**src/shared/uart_regs.svh**
```systemverilog
`ifndef UART_REGS_SVH
`define UART_REGS_SVH
`define OFS_DATA 12'h000
`define OFS_FLAG 12'h004
`define OFS_IDIV 12'h008
`define OFS_FDIV 12'h00C
`define OFS_LINE 12'h010
`define OFS_CTRL 12'h014
`define CTRL_RST 10'h300
`define CTRL_MASK 10'h307
`define IDIV_RST 16'h0000
`define FDIV_RST 6'h00
`define LINE_RST 8'h00
`define CT_ENABLE 0
`define CT_IR 1
`define CT_IRLP 2
`define CT_TXON 8
`define CT_RXON 9
`define LC_PAR 1
`define LC_EVEN 2
`define LC_TWOSTOP 3
`define LC_DEEP 4
`define LC_WLEN 5
`define LC_STICK 7
`define FL_BUSY 3
`define FL_RXEMPTY 4
`define FL_TXFULL 5
`define FL_RXFULL 6
`define FL_TXEMPTY 7
`define TICK_MID 4'h7
`define TICK_LAST 4'hF
`define IR_PULSE 4'h3
`define LP_PULSE 2'h3
`define IR_STRETCH 5'h10
`define CLK_HZ 25000000
`define LP_HZ 1843200
`define LP_DIV ((`CLK_HZ + `LP_HZ / 2) / `LP_HZ)
`endif

```
**src/shared/uart_pkg.sv**
```systemverilog
`default_nettype none
package uart_pkg;
    typedef enum logic [2:0] {st_idle, st_start, st_data, st_par, st_stop} frame_state_e;
endpackage
`default_nettype wire

```
**src/core/uart_baud.sv**
```systemverilog
`timescale 1ns/1ps
`default_nettype none
module uart_baud (
    input wire logic pclk,
    input wire logic presetn,
    input wire logic [15:0] rate_divisor_integer,
    input wire logic [5:0] rate_divisor_fraction,
    output logic oversample_tick
);
    logic [15:0] cnt_r;
    logic [5:0] acc_r;
    wire [6:0] acc_sum = {1'b0, acc_r} + {1'b0, rate_divisor_fraction};
    // zero integer part stops the tick rather than running at clock rate
    wire at_end = (cnt_r == 16'h0000) && (rate_divisor_integer != 16'h0000);
    always_ff @(posedge pclk or negedge presetn) begin
        if (!presetn) begin
            cnt_r <= 16'h0000;
            acc_r <= 6'h00;
            oversample_tick <= 1'b0;
        end else begin
            oversample_tick <= at_end;
            if (at_end) begin
                acc_r <= acc_sum[5:0];
                cnt_r <= rate_divisor_integer - 16'h0001 + {15'h0000, acc_sum[6]};
            end else if (cnt_r != 16'h0000) begin
                cnt_r <= cnt_r - 16'h0001;
            end
        end
    end
endmodule // uart_baud
`default_nettype wire

```
**src/core/uart_core.sv**
```systemverilog
// Added by the designer: the APB slave port and the placing of the registers.
`timescale 1ns/1ps
`default_nettype none
`include "uart_regs.svh"
// Overview of operation
// transmit and receive enables set after reset
// software disables module before reprogramming control
// disabling finishes the current character first
// send start, data lsb first, parity, stop
// receive errors stored with each character
// divisor is 16 integer plus 6 fraction
// divisor sets bit period with fractional resolution
// software rounds fraction times 64 plus half
// oversample tick, divided by sixteen per bit
// divisors take effect only on line write
// software writes divisors, then line control
// sixteen deep transmit and status receive fifos
// fifo write starts frames until empty
// busy until fifo empty and stop sent
// start accepted only if low at eighth
// data sampled every sixteen ticks after start
// parity checked after data when enabled
// stop not high records framing error
// infrared mode modulates both line signals
// infrared zero is three sixteenths pulse
// low power pulse is three reference ticks
// fifos single entry until deep enabled
// transmit line idles high outside frames; in infrared mode the code holds it low outside frames
// five to eight bits, parity, stops
// low for whole frame reports break
module uart_core #(
    parameter int lp_div = `LP_DIV
) (
    input wire logic pclk,
    input wire logic presetn,
    input wire logic [11:0] paddr,
    input wire logic psel,
    input wire logic penable,
    input wire logic pwrite,
    input wire logic [31:0] pwdata,
    output logic [31:0] prdata,
    output logic pready,
    output logic pslverr,
    input wire logic serial_receive_input,
    output logic serial_transmit_output
);
    function automatic logic [2:0] last_idx(input logic [1:0] wl);
        last_idx = 3'h4 + {1'b0, wl};
    endfunction

    function automatic logic [7:0] align(input logic [7:0] d, input logic [1:0] wl);
        align = d >> (2'h3 - wl);
    endfunction

    function automatic logic par_fn(input logic [7:0] d, input logic [1:0] wl, input logic ev, input logic st);
        logic [7:0] m;
        m = d & (8'hFF >> (2'h3 - wl));
        par_fn = st ? !ev : ((^m) ^ !ev);
    endfunction

    logic [9:0] ctrl_r;
    logic [15:0] idiv_r;
    logic [5:0] fdiv_r;
    logic [29:0] shadow_r;
    logic [31:0] prdata_r;
    logic rx_seen_r;
    logic oversample_tick;
    logic tx_empty, tx_full, rx_empty, rx_full;
    logic [7:0] tx_rdata;
    logic [11:0] rx_rdata;

    wire setup = psel && !penable;
    wire access = psel && penable;
    wire hit_data = (paddr == `OFS_DATA);
    wire hit_flag = (paddr == `OFS_FLAG);
    wire hit_idiv = (paddr == `OFS_IDIV);
    wire hit_fdiv = (paddr == `OFS_FDIV);
    wire hit_line = (paddr == `OFS_LINE);
    wire hit_ctrl = (paddr == `OFS_CTRL);
    wire mapped = hit_data || hit_flag || hit_idiv || hit_fdiv || hit_line || hit_ctrl;
    wire wr = access && pwrite && mapped;
    wire rd = access && !pwrite && mapped;
    assign pready = 1'b1;
    assign pslverr = access && !mapped;
    assign prdata = prdata_r;

    wire module_enable_bit = ctrl_r[`CT_ENABLE];
    wire transmit_enable_bit = ctrl_r[`CT_TXON];
    wire receive_enable_bit = ctrl_r[`CT_RXON];
    wire sir = ctrl_r[`CT_IR];
    wire sir_lp = ctrl_r[`CT_IRLP];
    wire [15:0] rate_divisor_integer = shadow_r[29:14];
    wire [5:0] rate_divisor_fraction = shadow_r[13:8];
    wire [7:0] line_ctl = shadow_r[7:0];
    wire par_on = line_ctl[`LC_PAR];
    wire par_even = line_ctl[`LC_EVEN];
    wire two_stop = line_ctl[`LC_TWOSTOP];
    wire fifo_enable_bit = line_ctl[`LC_DEEP];
    wire par_stick = line_ctl[`LC_STICK];
    wire [1:0] wl = line_ctl[`LC_WLEN +: 2];

    uart_pkg::frame_state_e tx_state_r, tx_state_nxt;
    uart_pkg::frame_state_e rx_state_r, rx_state_nxt;
    wire busy = !tx_empty || (tx_state_r != uart_pkg::st_idle);
    wire [31:0] flag_w = {24'h000000, tx_empty, rx_full, tx_full, rx_empty, busy, 3'h0};
    wire [31:0] rd_mux = hit_data ? {20'h00000, rx_rdata} :
                         hit_flag ? flag_w :
                         hit_idiv ? {16'h0000, idiv_r} :
                         hit_fdiv ? {26'h0000000, fdiv_r} :
                         hit_line ? {24'h000000, line_ctl} :
                         hit_ctrl ? {22'h000000, ctrl_r} : 32'h00000000;

    always_ff @(posedge pclk or negedge presetn) begin
        if (!presetn) begin
            ctrl_r <= `CTRL_RST;
            idiv_r <= `IDIV_RST;
            fdiv_r <= `FDIV_RST;
            shadow_r <= {`IDIV_RST, `FDIV_RST, `LINE_RST};
            prdata_r <= 32'h00000000;
            rx_seen_r <= 1'b0;
        end else begin
            if (wr && hit_ctrl) ctrl_r <= pwdata[9:0] & `CTRL_MASK;
            if (wr && hit_idiv) idiv_r <= pwdata[15:0];
            if (wr && hit_fdiv) fdiv_r <= pwdata[5:0];
            if (wr && hit_line) shadow_r <= {idiv_r, fdiv_r, pwdata[7:0]};
            if (setup) begin
                prdata_r <= rd_mux;
                rx_seen_r <= !rx_empty;
            end
        end
    end

    // a pop only when setup saw data, so a late arrival is not lost
    wire tx_push = wr && hit_data;
    wire rx_pop = rd && hit_data && rx_seen_r;
    wire tx_pop;
    wire rx_push;
    wire [11:0] rx_wdata;

    uart_fifo #(.WIDTH(8), .DEPTH(16), .AW(4)) u_tx_fifo (
        .pclk(pclk),
        .presetn(presetn),
        .deep(fifo_enable_bit),
        .push(tx_push),
        .wdata(pwdata[7:0]),
        .pop(tx_pop),
        .rdata(tx_rdata),
        .empty(tx_empty),
        .full(tx_full)
    );

    uart_fifo #(.WIDTH(12), .DEPTH(16), .AW(4)) u_rx_fifo (
        .pclk(pclk),
        .presetn(presetn),
        .deep(fifo_enable_bit),
        .push(rx_push),
        .wdata(rx_wdata),
        .pop(rx_pop),
        .rdata(rx_rdata),
        .empty(rx_empty),
        .full(rx_full)
    );

    uart_baud u_baud (
        .pclk(pclk),
        .presetn(presetn),
        .rate_divisor_integer(rate_divisor_integer),
        .rate_divisor_fraction(rate_divisor_fraction),
        .oversample_tick(oversample_tick)
    );

    logic [7:0] lp_div_r;
    logic low_power_ir_tick;
    logic [1:0] lp_w_r;
    wire lp_wrap = (lp_div_r == 8'(lp_div - 1));

    logic [3:0] tx_cnt_r;
    logic [2:0] tx_bit_r, tx_bit_nxt;
    logic [7:0] tx_shift_r, tx_shift_nxt;
    logic tx_parv_r;
    // enable gates only the start, so a running character always finishes
    wire tx_go = module_enable_bit && transmit_enable_bit && !tx_empty;
    assign tx_pop = (tx_state_r == uart_pkg::st_idle) && tx_go;
    wire tx_adv = oversample_tick && (tx_cnt_r == `TICK_LAST);
    wire tx_line = (tx_state_r == uart_pkg::st_start) ? 1'b0 :
                   (tx_state_r == uart_pkg::st_data) ? tx_shift_r[0] :
                   (tx_state_r == uart_pkg::st_par) ? tx_parv_r : 1'b1;
    wire ir_short = sir_lp ? (lp_w_r < `LP_PULSE) : (tx_cnt_r < `IR_PULSE);
    wire ir_out = !tx_line && ir_short;

    always_comb begin
        tx_state_nxt = tx_state_r;
        tx_bit_nxt = tx_bit_r;
        tx_shift_nxt = tx_shift_r;
        case (tx_state_r)
            uart_pkg::st_idle: begin
                if (tx_pop) begin
                    tx_state_nxt = uart_pkg::st_start;
                    tx_shift_nxt = tx_rdata;
                end
            end
            uart_pkg::st_start: begin
                if (tx_adv) begin
                    tx_state_nxt = uart_pkg::st_data;
                    tx_bit_nxt = 3'h0;
                end
            end
            uart_pkg::st_data: begin
                if (tx_adv) begin
                    tx_shift_nxt = {1'b1, tx_shift_r[7:1]};
                    tx_bit_nxt = tx_bit_r + 3'h1;
                    if (tx_bit_r == last_idx(wl)) begin
                        tx_bit_nxt = 3'h0;
                        tx_state_nxt = par_on ? uart_pkg::st_par : uart_pkg::st_stop;
                    end
                end
            end
            uart_pkg::st_par: begin
                if (tx_adv) tx_state_nxt = uart_pkg::st_stop;
            end
            uart_pkg::st_stop: begin
                if (tx_adv && two_stop && tx_bit_r == 3'h0) begin
                    tx_bit_nxt = 3'h1;
                end else if (tx_adv) begin
                    tx_state_nxt = uart_pkg::st_idle;
                end
            end
            default: tx_state_nxt = uart_pkg::st_idle;
        endcase
    end

    always_ff @(posedge pclk or negedge presetn) begin
        if (!presetn) begin
            tx_state_r <= uart_pkg::st_idle;
            tx_cnt_r <= 4'h0;
            tx_bit_r <= 3'h0;
            tx_shift_r <= 8'h00;
            tx_parv_r <= 1'b0;
            serial_transmit_output <= 1'b1;
            lp_div_r <= 8'h00;
            low_power_ir_tick <= 1'b0;
            lp_w_r <= 2'h0;
        end else begin
            tx_state_r <= tx_state_nxt;
            tx_bit_r <= tx_bit_nxt;
            tx_shift_r <= tx_shift_nxt;
            tx_cnt_r <= tx_pop ? 4'h0 : tx_cnt_r + {3'h0, oversample_tick};
            if (tx_pop) tx_parv_r <= par_fn(tx_rdata, wl, par_even, par_stick);
            serial_transmit_output <= sir ? ir_out : tx_line;
            lp_div_r <= lp_wrap ? 8'h00 : lp_div_r + 8'h01;
            low_power_ir_tick <= lp_wrap;
            if (tx_pop || tx_adv) begin
                lp_w_r <= 2'h0;
            end else if (low_power_ir_tick && lp_w_r != `LP_PULSE) begin
                lp_w_r <= lp_w_r + 2'h1;
            end
        end
    end

    logic rx_meta_r, rx_sync_r, rx_prev_r;
    logic [4:0] ir_str_r;
    logic [3:0] rx_cnt_r, rx_cnt_nxt;
    logic [2:0] rx_idx_r, rx_idx_nxt;
    logic [7:0] rx_shift_r, rx_shift_nxt;
    logic rx_pe_r, rx_pe_nxt, rx_zero_r, rx_zero_nxt, oe_pend_r;
    // infrared pulses are stretched to one bit so the plain receiver sees levels
    wire rx_bit = sir ? (ir_str_r == 5'h00) : rx_sync_r;
    wire rx_smp = oversample_tick && (rx_cnt_r == `TICK_LAST);
    wire [7:0] rx_data = align(rx_shift_r, wl);
    wire rx_done = (rx_state_r == uart_pkg::st_stop) && rx_smp;
    assign rx_push = rx_done && !rx_full;
    assign rx_wdata = {oe_pend_r, rx_zero_r && !rx_bit, rx_pe_r, !rx_bit, rx_data};

    always_comb begin
        rx_state_nxt = rx_state_r;
        rx_cnt_nxt = rx_cnt_r + {3'h0, oversample_tick};
        rx_idx_nxt = rx_idx_r;
        rx_shift_nxt = rx_shift_r;
        rx_pe_nxt = rx_pe_r;
        rx_zero_nxt = rx_zero_r;
        case (rx_state_r)
            uart_pkg::st_idle: begin
                rx_cnt_nxt = 4'h0;
                if (module_enable_bit && receive_enable_bit && rx_prev_r && !rx_bit) begin
                    rx_state_nxt = uart_pkg::st_start;
                end
            end
            uart_pkg::st_start: begin
                if (oversample_tick && rx_cnt_r == `TICK_MID) begin
                    rx_cnt_nxt = 4'h0;
                    rx_state_nxt = rx_bit ? uart_pkg::st_idle : uart_pkg::st_data;
                    rx_idx_nxt = 3'h0;
                    rx_zero_nxt = 1'b1;
                    rx_pe_nxt = 1'b0;
                end
            end
            uart_pkg::st_data: begin
                if (rx_smp) begin
                    rx_shift_nxt = {rx_bit, rx_shift_r[7:1]};
                    rx_zero_nxt = rx_zero_r && !rx_bit;
                    rx_idx_nxt = rx_idx_r + 3'h1;
                    if (rx_idx_r == last_idx(wl)) begin
                        rx_state_nxt = par_on ? uart_pkg::st_par : uart_pkg::st_stop;
                    end
                end
            end
            uart_pkg::st_par: begin
                if (rx_smp) begin
                    rx_pe_nxt = rx_bit != par_fn(rx_data, wl, par_even, par_stick);
                    rx_zero_nxt = rx_zero_r && !rx_bit;
                    rx_state_nxt = uart_pkg::st_stop;
                end
            end
            uart_pkg::st_stop: begin
                if (rx_smp) rx_state_nxt = uart_pkg::st_idle;
            end
            default: rx_state_nxt = uart_pkg::st_idle;
        endcase
    end

    always_ff @(posedge pclk or negedge presetn) begin
        if (!presetn) begin
            rx_meta_r <= 1'b1;
            rx_sync_r <= 1'b1;
            rx_prev_r <= 1'b1;
            ir_str_r <= 5'h00;
            rx_state_r <= uart_pkg::st_idle;
            rx_cnt_r <= 4'h0;
            rx_idx_r <= 3'h0;
            rx_shift_r <= 8'h00;
            rx_pe_r <= 1'b0;
            rx_zero_r <= 1'b0;
            oe_pend_r <= 1'b0;
        end else begin
            rx_meta_r <= serial_receive_input;
            rx_sync_r <= rx_meta_r;
            rx_prev_r <= rx_bit;
            if (!rx_sync_r) begin
                ir_str_r <= `IR_STRETCH;
            end else if (oversample_tick && ir_str_r != 5'h00) begin
                ir_str_r <= ir_str_r - 5'h01;
            end
            rx_state_r <= rx_state_nxt;
            rx_cnt_r <= rx_cnt_nxt;
            rx_idx_r <= rx_idx_nxt;
            rx_shift_r <= rx_shift_nxt;
            rx_pe_r <= rx_pe_nxt;
            rx_zero_r <= rx_zero_nxt;
            // overrun set wins; it rides on the next stored character
            if (rx_done && rx_full) begin
                oe_pend_r <= 1'b1;
            end else if (rx_push) begin
                oe_pend_r <= 1'b0;
            end
        end
    end
endmodule // uart_core
`default_nettype wire

```
**src/core/uart_fifo.sv**
```systemverilog
`timescale 1ns/1ps
`default_nettype none
module uart_fifo #(
    parameter int WIDTH = 8,
    parameter int DEPTH = 16,
    parameter int AW = 4
) (
    input wire logic pclk,
    input wire logic presetn,
    input wire logic deep,
    input wire logic push,
    input wire logic [WIDTH-1:0] wdata,
    input wire logic pop,
    output logic [WIDTH-1:0] rdata,
    output logic empty,
    output logic full
);
    logic [WIDTH-1:0] mem [DEPTH];
    logic [AW-1:0] wr_ptr_r;
    logic [AW-1:0] rd_ptr_r;
    logic [AW:0] count_r;
    wire do_push = push && !full;
    wire do_pop = pop && !empty;
    wire [AW-1:0] rd_nxt = rd_ptr_r + AW'(do_pop);
    // bypass keeps the registered head valid the cycle empty drops
    wire [WIDTH-1:0] head_nxt = (do_push && wr_ptr_r == rd_nxt) ? wdata : mem[rd_nxt];
    assign empty = (count_r == '0);
    assign full = deep ? (count_r == (AW+1)'(DEPTH)) : !empty;
    always_ff @(posedge pclk) begin
        if (do_push) mem[wr_ptr_r] <= wdata;
    end
    always_ff @(posedge pclk or negedge presetn) begin
        if (!presetn) begin
            wr_ptr_r <= '0;
            rd_ptr_r <= '0;
            count_r <= '0;
            rdata <= '0;
        end else begin
            wr_ptr_r <= wr_ptr_r + AW'(do_push);
            rd_ptr_r <= rd_nxt;
            count_r <= count_r + (AW+1)'(do_push) - (AW+1)'(do_pop);
            rdata <= head_nxt;
        end
    end
endmodule // uart_fifo
`default_nettype wire

```
**config.mk**
```make
export PLATFORM = sky130hd
export DESIGN_NAME = uart_core
export DESIGN_NICKNAME = d
export VERILOG_FILES = /design/src/shared/uart_pkg.sv /design/src/core/uart_baud.sv /design/src/core/uart_core.sv /design/src/core/uart_fifo.sv
export VERILOG_INCLUDE_DIRS = /design/src /design/src/shared
export SDC_FILE = /design/constraint.sdc
export NUM_CORES = 1
export LEC_CHECK = 0
export ABC_AREA = 1
export CORE_MARGIN = 1
export CORE_UTILIZATION = 52
export CTS_CLUSTER_SIZE = 28
export DETAILED_ROUTE_END_ITERATION = 16
export DONT_BUFFER_PORTS = 1
export GPL_ROUTABILITY_DRIVEN = 0
export PLACE_DENSITY = 0.67
export SLEW_MARGIN = 20
export SYNTH_ARGS = -nofsm -noshare
export SYNTH_HDL_FRONTEND = slang
export SYNTH_SLANG_ARGS = --single-unit
```
**constraint.sdc**
```tcl
create_clock -name pclk -period 3.47 [get_ports pclk]
set_input_delay 0.694 -clock pclk [delete_from_list [all_inputs] [get_ports pclk]]
set_output_delay 0.694 -clock pclk [all_outputs]
set_load 0.1 [all_outputs]
```
==> out/results.tsv, run 1 <==
metric	value	unit
status	finished with violations	
failing checks	hold timing	
FP Rows	77	
post-CTS setup buffer count	0	
CTS tree	done	
via count	15965	
Rel. slew slack	35.7	%
DIE WIDTH	215	µm
Net Sw Frac	24.5	%
r2r endpoint	u_rx_fifo.rdata[4]	
CTS H-tree depth	2	
Initial Util	52.9	%
Overflow after GRT	0	
Num CTS Buffers	55	
async set-reset flop share out of synthesis	38.8	%
area of the multi-input gates	7590	µm²
fin nets	2327	
Total GRT Usage	22.8	%
predominant post-synthesis flop cell	edfxtp_1	
final setup fails	0	
Psw	3.38	mW
FF+latch area	14700	µm²
Synth cell types	59	
WL final	52.0	mm
core area	44400	µm²
routed vias/inst	5.57	
maximum fanout along the worst path	39	
fin. max-slew vios	0	
Clock Sinks	523	
CTS Root Cell	clkbuf_16	
P_int	10.4	mW
worst ir drop on vdd	0.543	mV
Layout area overhead	11.3	%
1st-iter DRT viols	1342	
DIE HEIGHT	215	µm
clock buffer depth	3	
vias in the first global route	15303	
I/O pin count	85	
maximum number of pins on one net before global-route repair	204	
critical path capture point type	flip-flop	
Leak	10.1	nW
Final TNS setup	0	ns
max cap viols	0	
Synth Area per Inst	10.7	µm²
worst slack, placed	0.00330	ns
crit-path max cell delay	0.35	ns
Clk pwr share	41.4	%
DIE AREA	46000	µm²
Comb pwr share	6.9	%
Startpoint Class	flip-flop	
Seq cells post-synth	523	
Final HPWL DP	33.3	mm
Sequential Power Share	51.6	%
Final ANT Viol Nets	0	
Syn Inst Count	2190	
top cells by area, synth	edfxtp_1 (41%), dfrtp_1 (21%), nor2_1 (5.2%), nand2_1 (4.9%), o21ai_0 (3.8%)	
Post-synth EDFFs	320	
Critical Path Slowest Stage Cell	dfrtp_1	
number of synthesis warnings	0	
Peak Freq	0.318	GHz
drt pass-1 iters	5	
Synth top area share	40.9	%
Fill cells	3621	
Final Hold Vio Count	197	
critical path type	reg2reg	
Fin Clk Skew	0.0372	ns
Final Cycle Share	90.7	%
worst reg-to-reg setup slack	0.32	ns
Synth area leader	edfxtp_1	
ratio of cells with drive above 1 in the final layout	12.7	%
worst r2r path cells	15	
Seq/Total Area, Yosys	62.5	%
Post-Synthesis Cell Area	23500	µm²
clock transition at the registers of the reported paths	0.06	ns
# DRC	0	
HP Class	in2async	
Worst-Margin Slew	0.964	ns
Required @ worst endpoint	3.92	ns
PwrDens	527	nW/µm²
Wirelength per Cell	18.1	µm
Antenna diodes	0	
post_cts resized	0	
Final WS setup	0.322	ns
first-pass GRT wire length	82.6	mm
critical-path cell list	inv_1 > ha_1 > nand3_1 > nor2_1 > nor4_1 > buf_4 > ha_2 > ha_1 > buf_12 > nand2_1 > a21oi_1 > nand4_4 > buf_4 > nor2_1 > a31oi_1	
IO buf count	0	
Fin Hold WS	-0.217	ns
reg2reg start	u_rx_fifo.count_r[2]	
crit path DAT	3.60	ns
RSZ-0062 raised after global routing	false	
initial antenna violation count	0	
final worst path period need	3.15	ns
Worst-Skew Late Latency	0.62	ns
[how the worst max path moves through the flow]
stage / startpoint / to / slack, ns
2_1_floorplan: paddr[6] / pslverr / 0.14
3_3_place_gp: paddr[6] / u_rx_fifo.rdata[4] / 0.04
3_5_place_dp: paddr[6] / u_rx_fifo.rdata[4] / 0.003
4_1_cts: u_rx_fifo.count_r[2] / u_rx_fifo.rdata[4] / 0.28
5_1_grt: u_rx_fifo.count_r[2] / u_rx_fifo.rdata[4] / 0.007
6_report: u_rx_fifo.count_r[2] / u_rx_fifo.rdata[4] / 0.32
[critical path, delay by kind of cell (launching register included)]
kind / cells / cell delay, ns
and+or+nand+nor: 6 / 0.97
buffers and inverters: 4 / 0.73
adders and majority gates: 3 / 0.61
DFF: 1 / 0.35
AOI/OAI and AO/OA: 2 / 0.32
[placed cells by master (no fill, tap or decap), types with 6 or more instances in the layout]
cell type	synthesis	routed
dfstp_2	6	6
o21ai_0	177	177
o31ai_1	6	6
inv_1	158	158
nand3_1	97	97
o22ai_1	32	32
o32ai_1	32	32
buf_12	0	8
clkbuf_1	47	13
clkbuf_16	0	55
nor2_1	325	324
a21oi_1	39	39
edfxtp_1	320	320
nand2_1	308	308
inv_2	29	29
o21ai_1	52	52
xor2_1	33	33
nand4_1	14	14
a31oi_1	19	19
dfrtp_1	197	197
conb_1	2	17
ha_1	40	38
o21ai_2	23	23
o211ai_1	29	29
xnor2_1	22	22
buf_4	19	67
nand3_2	6	6
o221ai_1	29	29
nand2_2	24	24
nor2_4	7	7
clkinv_2	1	14
a211oi_1	6	6
nor2_2	10	11
[kinds of logic (layout without fill, tap and decap cells)]
| kind of cell | after synthesis | after routing | share of synthesized area [%] |
|---|---|---|---|
| compound gates | 453 | 453 | 11.9 |
| fa+ha+maj | 43 | 43 | 2.39 |
| buf+inv | 293 | 364 | 5.43 |
| xor+xnor | 58 | 58 | 2.31 |
| simple gates | 812 | 812 | 15.1 |
| other cells | 2 | 17 | 0.0320 |
| mux | 6 | 6 | 0.351 |
| flops | 523 | 523 | 62.5 |
[registers in the layout, indices dropped and copies added, names as in the netlist, 5 cells and up]
name / cells
fdiv_r: 6
u_rx_fifo.rdata: 12
u_baud.cnt_r: 16
tx_shift_r: 8
prdata: 16
lp_div_r: 8
u_tx_fifo.rdata: 8
u_tx_fifo.count_r: 5
rx_shift_r: 8
u_rx_fifo.mem: 192
u_rx_fifo.count_r: 5
shadow_r: 30
idiv_r: 16
u_tx_fifo.mem: 128
ctrl_r: 5
ir_str_r: 5
u_baud.acc_r: 6
[power groups by stage]
stage	sequential (mW)	combinational [mW]	clock, mW
after floorplan	7.19	0.796	0
after global placement	7.24	0.928	0
after detailed placement	7.24	0.950	0
after CTS	7.12	0.957	5.80
after global routing	7.15	1.09	6.02
final	7.12	0.956	5.71
[final cells by class]
class	instances	area share (%)
multi-input combinational	1389	29.0
tap	592	2.83
clock inverter	27	1.01
sequential	523	56.2
timing repair buffer	75	2.54
inverter	190	2.74
clock buffer	72	5.66
[cells in the mapped netlist, types with 3 or more instances]
master and count:
o21ai_2 23, mux2_4 4, buf_4 19, nor3_2 5
edfxtp_1 320, ha_1 40, nand2_1 308, o211ai_1 29
inv_2 29, dfstp_2 6, o21ai_1 52, nand2_2 24
a31oi_1 19, nand3_2 6, nor2_1 325, o221ai_1 29
nor2_2 10, inv_1 158, dfrtp_1 197, xnor2_1 22
o22ai_1 32, nand3_1 97, o31ai_1 6, o21ai_0 177
xor2_1 33, clkbuf_1 47, buf_2 26, fa_1 3
a211oi_1 6, buf_6 9, nor3_1 3, nor2_4 7
nand4_1 14, a21oi_1 39, o32ai_1 32
[layer usage]
layer / share of wire, % / GRT usage, % / routed length (µm)
met1: 45 / 32.8 / 23500
met4: 2.4 / 7.36 / 1230
met5: 0 / 0 / 0
met3: 6.4 / 3.50 / 3330
met2: 46 / 35.8 / 24000
[through the flow]
stage	power, mW	instances	cell area, µm²	utilization [%]
6_report	13.8	2868	26200	58.9
5_1_grt	14.3	2868	26200	58.9
4_1_cts	13.9	2868	26200	58.9
3_5_place_dp	8.19	2769	24400	55.0
3_3_place_gp	8.17	2769	24400	55.0
2_1_floorplan	7.99	2205	23600	-
(Power assumes the default switching activity.)
==> inputs of run 2 (changes only) <==
Settings changed: GPL_TIMING_DRIVEN set to 0, SYNTH_HIERARCHICAL set to 1.
==> run 2 against run 1 <==
Compared with the run above: the run still ends with hold timing left; critical path depth is 3 higher; largest cell class unchanged; cell count grew 23%; highest routed layer unchanged; synthesized cell count rose by 26%.
==> out/results.tsv, run 2 <==
metric	value	unit	change
status	finished with violations		
failing checks	hold timing		
Clock Sinks	523		unchanged
maximum fanout along the worst path	10		-74%
Synth cell types	54		-8.5%
Num CTS Buffers	54		-1.8%
Final Hold Vio Count	197		unchanged
CTS H-tree depth	2		unchanged
DIE HEIGHT	224	µm	+4.5%
clock transition at the registers of the reported paths	0.06	ns	about the same
number of synthesis warnings	6		+6
worst reg-to-reg setup slack	0.21	ns	-0.11 ns
predominant post-synthesis flop cell	edfxtp_1		
Post-synth top cells	nand2_1 (610), nand3_1 (457), inv_1 (417), edfxtp_1 (320), dfrtp_1 (197)		
Comb pwr share	7.2	%	+0.3 points
Worst-Margin Slew	1.13	ns	+0.162 ns
FP Rows	81		+5.2%
Top reg by flops	u_rx_fifo/mem		
DIE AREA	50200	µm²	+9.1%
Required @ worst endpoint	4.01	ns	+0.09 ns
Antenna diodes	0		unchanged
Seq cells post-synth	523		unchanged
Sequential Power Share	49.8	%	-1.8 points
Syn Inst Count	2752		+26%
Layout area overhead	11.4	%	about the same
cell with the most instances after synthesis	nand2_1		
Startpoint Class	primary input		
initial antenna violation count	0		unchanged
Synth Area per Inst	9.32	µm²	-13%
I/O pin count	85		unchanged
Overflow after GRT	0		unchanged
ratio of cells with drive above 1 in the final layout	10.2	%	-2.5 points
Psw	3.36	mW	-0.47%
via count	19247		+21%
first-pass GRT wire length	101	mm	+22%
DIE WIDTH	224	µm	+4.5%
Post-Synthesis Cell Area	25700	µm²	+9.2%
fin nets	2917		+25%
Clk pwr share	43.0	%	+1.6 points
IO buf count	0		unchanged
CTS Root Cell	clkbuf_16		
Final TNS setup	0	ns	unchanged
core area	48800	µm²	+10%
maximum number of pins on one net before global-route repair	204		unchanged
Final Cycle Share	94.3	%	+3.6 points
Final WS setup	0.198	ns	-0.124 ns
placed instance count	3432		+24%
Peak Freq	0.306	GHz	-3.8%
Post-synth EDFFs	320		unchanged
vias in the first global route	18377		+20%
commonest cells after routing, fill and taps aside	nand2_1 (610), nand3_1 (456), inv_1 (417)		
Rel. slew slack	24.7	%	-11 points
reg2reg start	u_tx_fifo/count_r[3]		
async set-reset flop share out of synthesis	38.8	%	unchanged
crit path DAT	3.81	ns	+0.21 ns
r2r endpoint	u_tx_fifo/rdata[3]		
Total GRT Usage	25.8	%	+2.9 points
clock buffer depth	3		unchanged
Net Sw Frac	23.8	%	-0.69 points
Final HPWL DP	44.1	mm	+32%
Synth area leader	edfxtp_1		
RSZ-0062 raised after global routing	false		
Final Power	14.1	mW	+2.4%
max FFs per register	192		unchanged
critical path type	in2reg		
worst slack, placed	-1.06	ns	-1.06 ns
final setup fails	0		unchanged
Finished Layout Cells	3537		+23%
fin. max-slew vios	0		unchanged
max cap viols	0		unchanged
worst r2r path cells	18		+3
Worst-Skew Late Latency	0.61	ns	about the same
Leak	13.0	nW	+29%
Initial Util	52.5	%	-0.38 points
top cells by area, synth	edfxtp_1 (37%), dfrtp_1 (19%), nand2_1 (8.9%), nand3_1 (8.9%), inv_1 (6.1%)		
drt pass-1 iters	6		+1
most common cell after layout, fill and taps aside	nand2_1		
HP Class	in2async		
Seq/Total Area, Yosys	57.3	%	-5.3 points
# DRC	0		unchanged
Fin Clk Skew	0.0291	ns	-0.00805 ns
CTS tree	done		
WL final	63.9	mm	+23%
Top Registers	u_rx_fifo/mem: 192 flops, u_tx_fifo/mem: 128 flops, shadow_r: 30 flops		
Fin Hold WS	-0.209	ns	+0.00847 ns
1st-iter DRT viols	2024		+51%
final worst path period need	3.27	ns	+0.124 ns
Synth top area share	37.4	%	-3.4 points
routed vias/inst	5.44		-2.2%
Fill cells	4197		+16%
Final ANT Viol Nets	0		unchanged
worst ir drop on vdd	0.386	mV	-29%
Wirelength per Cell	18.1	µm	-0.35%
critical path capture point type	flip-flop		
PwrDens	494	nW/µm²	-6.3%
P_int	10.8	mW	+3.3%
run 2: stage by stage:
step,cell area [µm²],util (%)
floorplan,25700,-
global placement,26500,54.3
detailed placement,26600,54.4
CTS,28500,58.3
global route,28600,58.5
finish,28600,58.5
run 2: worst max-delay path by stage:
stage,startpoint,to,slack [ns]
6_report,paddr[9],u_rx_fifo/rdata[6],0.20
5_1_grt,paddr[8],u_tx_fifo/mem[6][7],0.002
4_1_cts,u_tx_fifo/count_r[3],u_tx_fifo/rdata[3],0.01
3_5_place_dp,paddr[9],u_rx_fifo/rdata[6],-1.06
3_3_place_gp,paddr[1],u_rx_fifo/rdata[8],-0.95
2_1_floorplan,paddr[9],pslverr,0.18
run 2: final cells by class:
class / instances / area [µm²] / area share [%]
Tap cell: 664 / 831 / 2.91
Multi-Input combinational cell: 1687 / 8790 / 30.8
Sequential cell: 523 / 14700 / 51.4
Inverter: 432 / 1620 / 5.68
Clock buffer: 82 / 1590 / 5.55
Clock inverter: 20 / 297 / 1.04
Buffer: 123 / 703 / 2.46
Timing Repair Buffer: 6 / 48.8 / 0.171
run 2: power groups by stage:
stage	Combinational, mW	Sequential (mW)	Clock, mW
floorplan	0.832	7.10	0
global placement	0.960	7.14	0
detailed placement	0.999	7.15	0
CTS	1.01	7.02	6.19
global route	1.15	7.04	6.42
finish	1.02	7.03	6.07
run 2: per-layer routing:
layer	GRT usage, %	part of all wire, %	up-vias
li1	-	-	9149
met1	36.8	44	9214
met2	40.3	45	770
met3	4.41	8.2	114
met4	7.84	2.7	0
met5	0	0	-
run 2: cells by family after synthesis:
logic type	after synthesis	synth area share, %
simple gates	1391	25.3
buf+inv	557	9.02
flops	523	57.3
compound gates	182	4.12
xor+xnor	52	1.95
fa+ha+maj	40	2.04
mux	5	0.219
other cells	2	0.0293
run 2: worst max-delay path, cell delays in order:
cell,delay (ns)
nor2_1,0.08
nand2_1,0.16
nor2_4,0.20
nand2_1,0.21
nor3_4,0.28
nand3_4,0.24
inv_2,0.11
ha_1,0.24
clkbuf_1,0.19
inv_1,0.13
clkbuf_2,0.32
clkbuf_2,0.30
nand3_1,0.15
nand3_1,0.10
nand3_1,0.14
nand2_1,0.11
nand2_1,0.06
nand2_1,0.07
run 2: what timing repair did:
action / in CTS / in global routing
setup buffers: 1 / 4
hold endpoints to repair: 197 / 197
resized for setup: 14 / 15
endpoints found under the setup margin: 21 / 30
pin swaps: 1 / 2
==> inputs of run 3 (changes only) <==
Settings changed: CORE_MARGIN 1 to 2, SLEW_MARGIN 20 to 40.
==> run 3 against run 2 <==
Compared with the run above: the flow still finishes with violations (hold timing); hold slack lost 0.015 ns; utilization is essentially flat; worst setup slack lost 0.039 ns; routed wire length grew 1.2%; final area is essentially flat; sequential power is essentially flat; register-to-register slack lost 0.05 ns; sequential cell count is the same; clock power shrank 2%; critical path type is now reg2reg; largest cell class unchanged; largest power group unchanged.
==> out/results.tsv, run 3 (synthesis results as in run 2) <==
metric	value	unit	change
Comb pwr share	7.3	%	about the same
Peak Freq	0.302	GHz	-1.2%
Final HPWL DP	44.4	mm	+0.70%
Num CTS Buffers	56		+3.7%
critical-path cell list	inv_1 > ha_1 > nand3_2 > inv_2 > inv_1 > nand3_2 > nor2_4 > nand3_4 > buf_4 > inv_1 > ha_2 > inv_1 > clkbuf_2 > nand3_1 > nand3_1 > nand3_1 > nand2_1 > nand2_1 > nand2_1		
Core Util, Final	58.5	%	about the same
Fill cells	4166		-0.74%
CTS H-tree depth	2		unchanged
Final ANT Viol Nets	0		unchanged
PwrDens	490	nW/µm²	-0.87%
RSZ-0062 raised after global routing	false		
Worst-Margin Slew	0.847	ns	-0.278 ns
most common cell after layout, fill and taps aside	nand2_1		
critical path's top delay family	simple AND/OR/NAND/NOR gates		
Layout area overhead	11.3	%	about the same
critical path capture point type	flip-flop		
Rel. slew slack	43.3	%	+19 points
Net Sw Frac	24.3	%	+0.46 points
IO buf count	0		unchanged
status	finished with violations		
# DRC	0		unchanged
final worst path period need	3.31	ns	+0.0391 ns
Startpoint Class	flip-flop		
maximum number of pins on one net before global-route repair	204		unchanged
first-pass GRT wire length	101	mm	about the same
WP buf/inv	7		+2
routed vias/inst	5.49		+0.84%
max cap viols	0		unchanged
maximum fanout along the worst path	19		+9
crit-path max cell delay	0.44	ns	+0.12 ns
commonest cells after routing, fill and taps aside	nand2_1 (604), nand3_1 (456), inv_1 (415)		
1st-iter DRT viols	1970		-2.7%
area of the multi-input gates	8820	µm²	+0.31%
Worst-Skew Late Latency	0.62	ns	about the same
worst ir drop on vdd	0.344	mV	-11%
DIE WIDTH	226	µm	+0.89%
Clk pwr share	42.5	%	-0.5 points
max FFs per register	192		unchanged
initial antenna violation count	0		unchanged
Psw	3.40	mW	+0.97%
Top reg by flops	u_rx_fifo/mem		
via count	19398		+0.78%
Final Cycle Share	95.4	%	+1.1 points
P_int	10.6	mW	-1.5%
Total GRT Usage	25.5	%	-0.26 points
Sequential Power Share	50.2	%	+0.4 points
Leak	13.0	nW	-0.63%
critical path type	reg2reg		
clock transition at the registers of the reported paths	0.06	ns	about the same
Overflow after GRT	0		unchanged
Antenna diodes	0		unchanged
DIE AREA	51100	µm²	+1.8%
vias in the first global route	18420		+0.23%
Fin Clk Skew	0.0422	ns	+0.0131 ns
CTS tree	done		
core area	48800	µm²	unchanged
final setup fails	0		unchanged
CTS Root Cell	clkbuf_16		
Critical Path Slowest Stage Cell	ha_2		
Clock Sinks	523		unchanged
Initial Util	52.5	%	unchanged
WL final	64.7	mm	+1.2%
Finished Layout Cells	3535		-0.057%
DIE HEIGHT	226	µm	+0.89%
Top Registers	u_rx_fifo/mem: 192 flops, u_tx_fifo/mem: 128 flops, shadow_r: 30 flops		
fin nets	2915		-0.069%
FP Rows	81		unchanged
Final Hold Vio Count	197		unchanged
Required @ worst endpoint	3.98	ns	-0.03 ns
fin. max-slew vios	0		unchanged
crit path DAT	3.82	ns	about the same
Fin Hold WS	-0.224	ns	-0.0153 ns
HP Class	in2async		
Wirelength per Cell	18.3	µm	+1.2%
placed instance count	3432		unchanged
clock buffer depth	3		unchanged
ratio of cells with drive above 1 in the final layout	10.9	%	+0.74 points
I/O pin count	85		unchanged
failing checks	hold timing		
FF+latch area	14700	µm²	+0.14%
most frequent CP cell	inv_1		
drt pass-1 iters	6		unchanged
==> run 3: metal layers <==
layer	vias to the layer above	GRT usage, %	share of wire (%)
li1	9134	-	-
met4	0	7.77	2.7
met3	120	4.42	8.2
met2	764	40.1	45
met5	-	0	0
met1	9380	36.4	44
==> run 3: path summary, 6_finish.rpt <==
| path | cells after the start | from | slack [ns] | end |
|---|---|---|---|---|
| worst max-delay path | 19 | u_tx_fifo/count_r[2] | 0.16 | u_tx_fifo/rdata[0] |
| worst min-delay path | 0 | presetn | -0.22 | u_tx_fifo/rd_ptr_r[2] |
| worst max register to register | 19 | u_tx_fifo/count_r[2] | 0.16 | u_tx_fifo/rdata[0] |
| worst min register to register | 0 | rx_meta_r | 0.37 | rx_sync_r |
| max in group asynchronous | 0 | presetn | 3.30 | rx_sync_r |
| min in group pclk | 0 | serial_receive_input | 0.07 | rx_meta_r |
==> run 3: timing repair <==
item / in CTS / in global routing
endpoints found under the hold margin: 197 / 198
pin swaps: 1 / 1
endpoints found under the setup margin: 21 / 21
buffers inserted: 1 / 2
resized for setup: 13 / 9
==> run 3: final cells by class <==
class                           count  share of cell area [%]
Buffer                            121                    2.41
Clock buffer                       82                    5.50
Clock inverter                     22                   0.902
Inverter                          432                    5.70
Multi-Input combinational cell   1687                    30.9
Sequential cell                   523                    51.5
Tap cell                          664                    2.91
Timing Repair Buffer                4                   0.175
==> run 3: worst register-to-register path, delay by kind of cell (launching register included) <==
kind / cells / cell delay (ns)
adders and majority gates: 2 / 0.62
buffers and inverters: 7 / 1.07
and+or+nand+nor: 10 / 1.14
DFF: 1 / 0.38
==> run 3: power by group through the flow <==
stage,registers [mW],logic (mW),clock network (mW)
finish,7.03,1.02,5.95
global route,7.05,1.16,6.29
CTS,7.03,1.01,6.03
detailed placement,7.15,0.998,0
global placement,7.15,0.957,0
floorplan,7.10,0.832,0
==> run 3: per-stage QoR <==
stage          power, mW  cell area, µm²  setup slack [ns]  TNS [ns]
2_1_floorplan       7.94           25700             0.177         0
3_5_place_dp        8.15           26700            -0.997    -51.00
3_3_place_gp        8.10           26500            -0.999    -37.18
6_report            14.0           28600             0.159         0
5_1_grt             14.5           28600            0.0123         0
4_1_cts             14.1           28500            0.0582         0
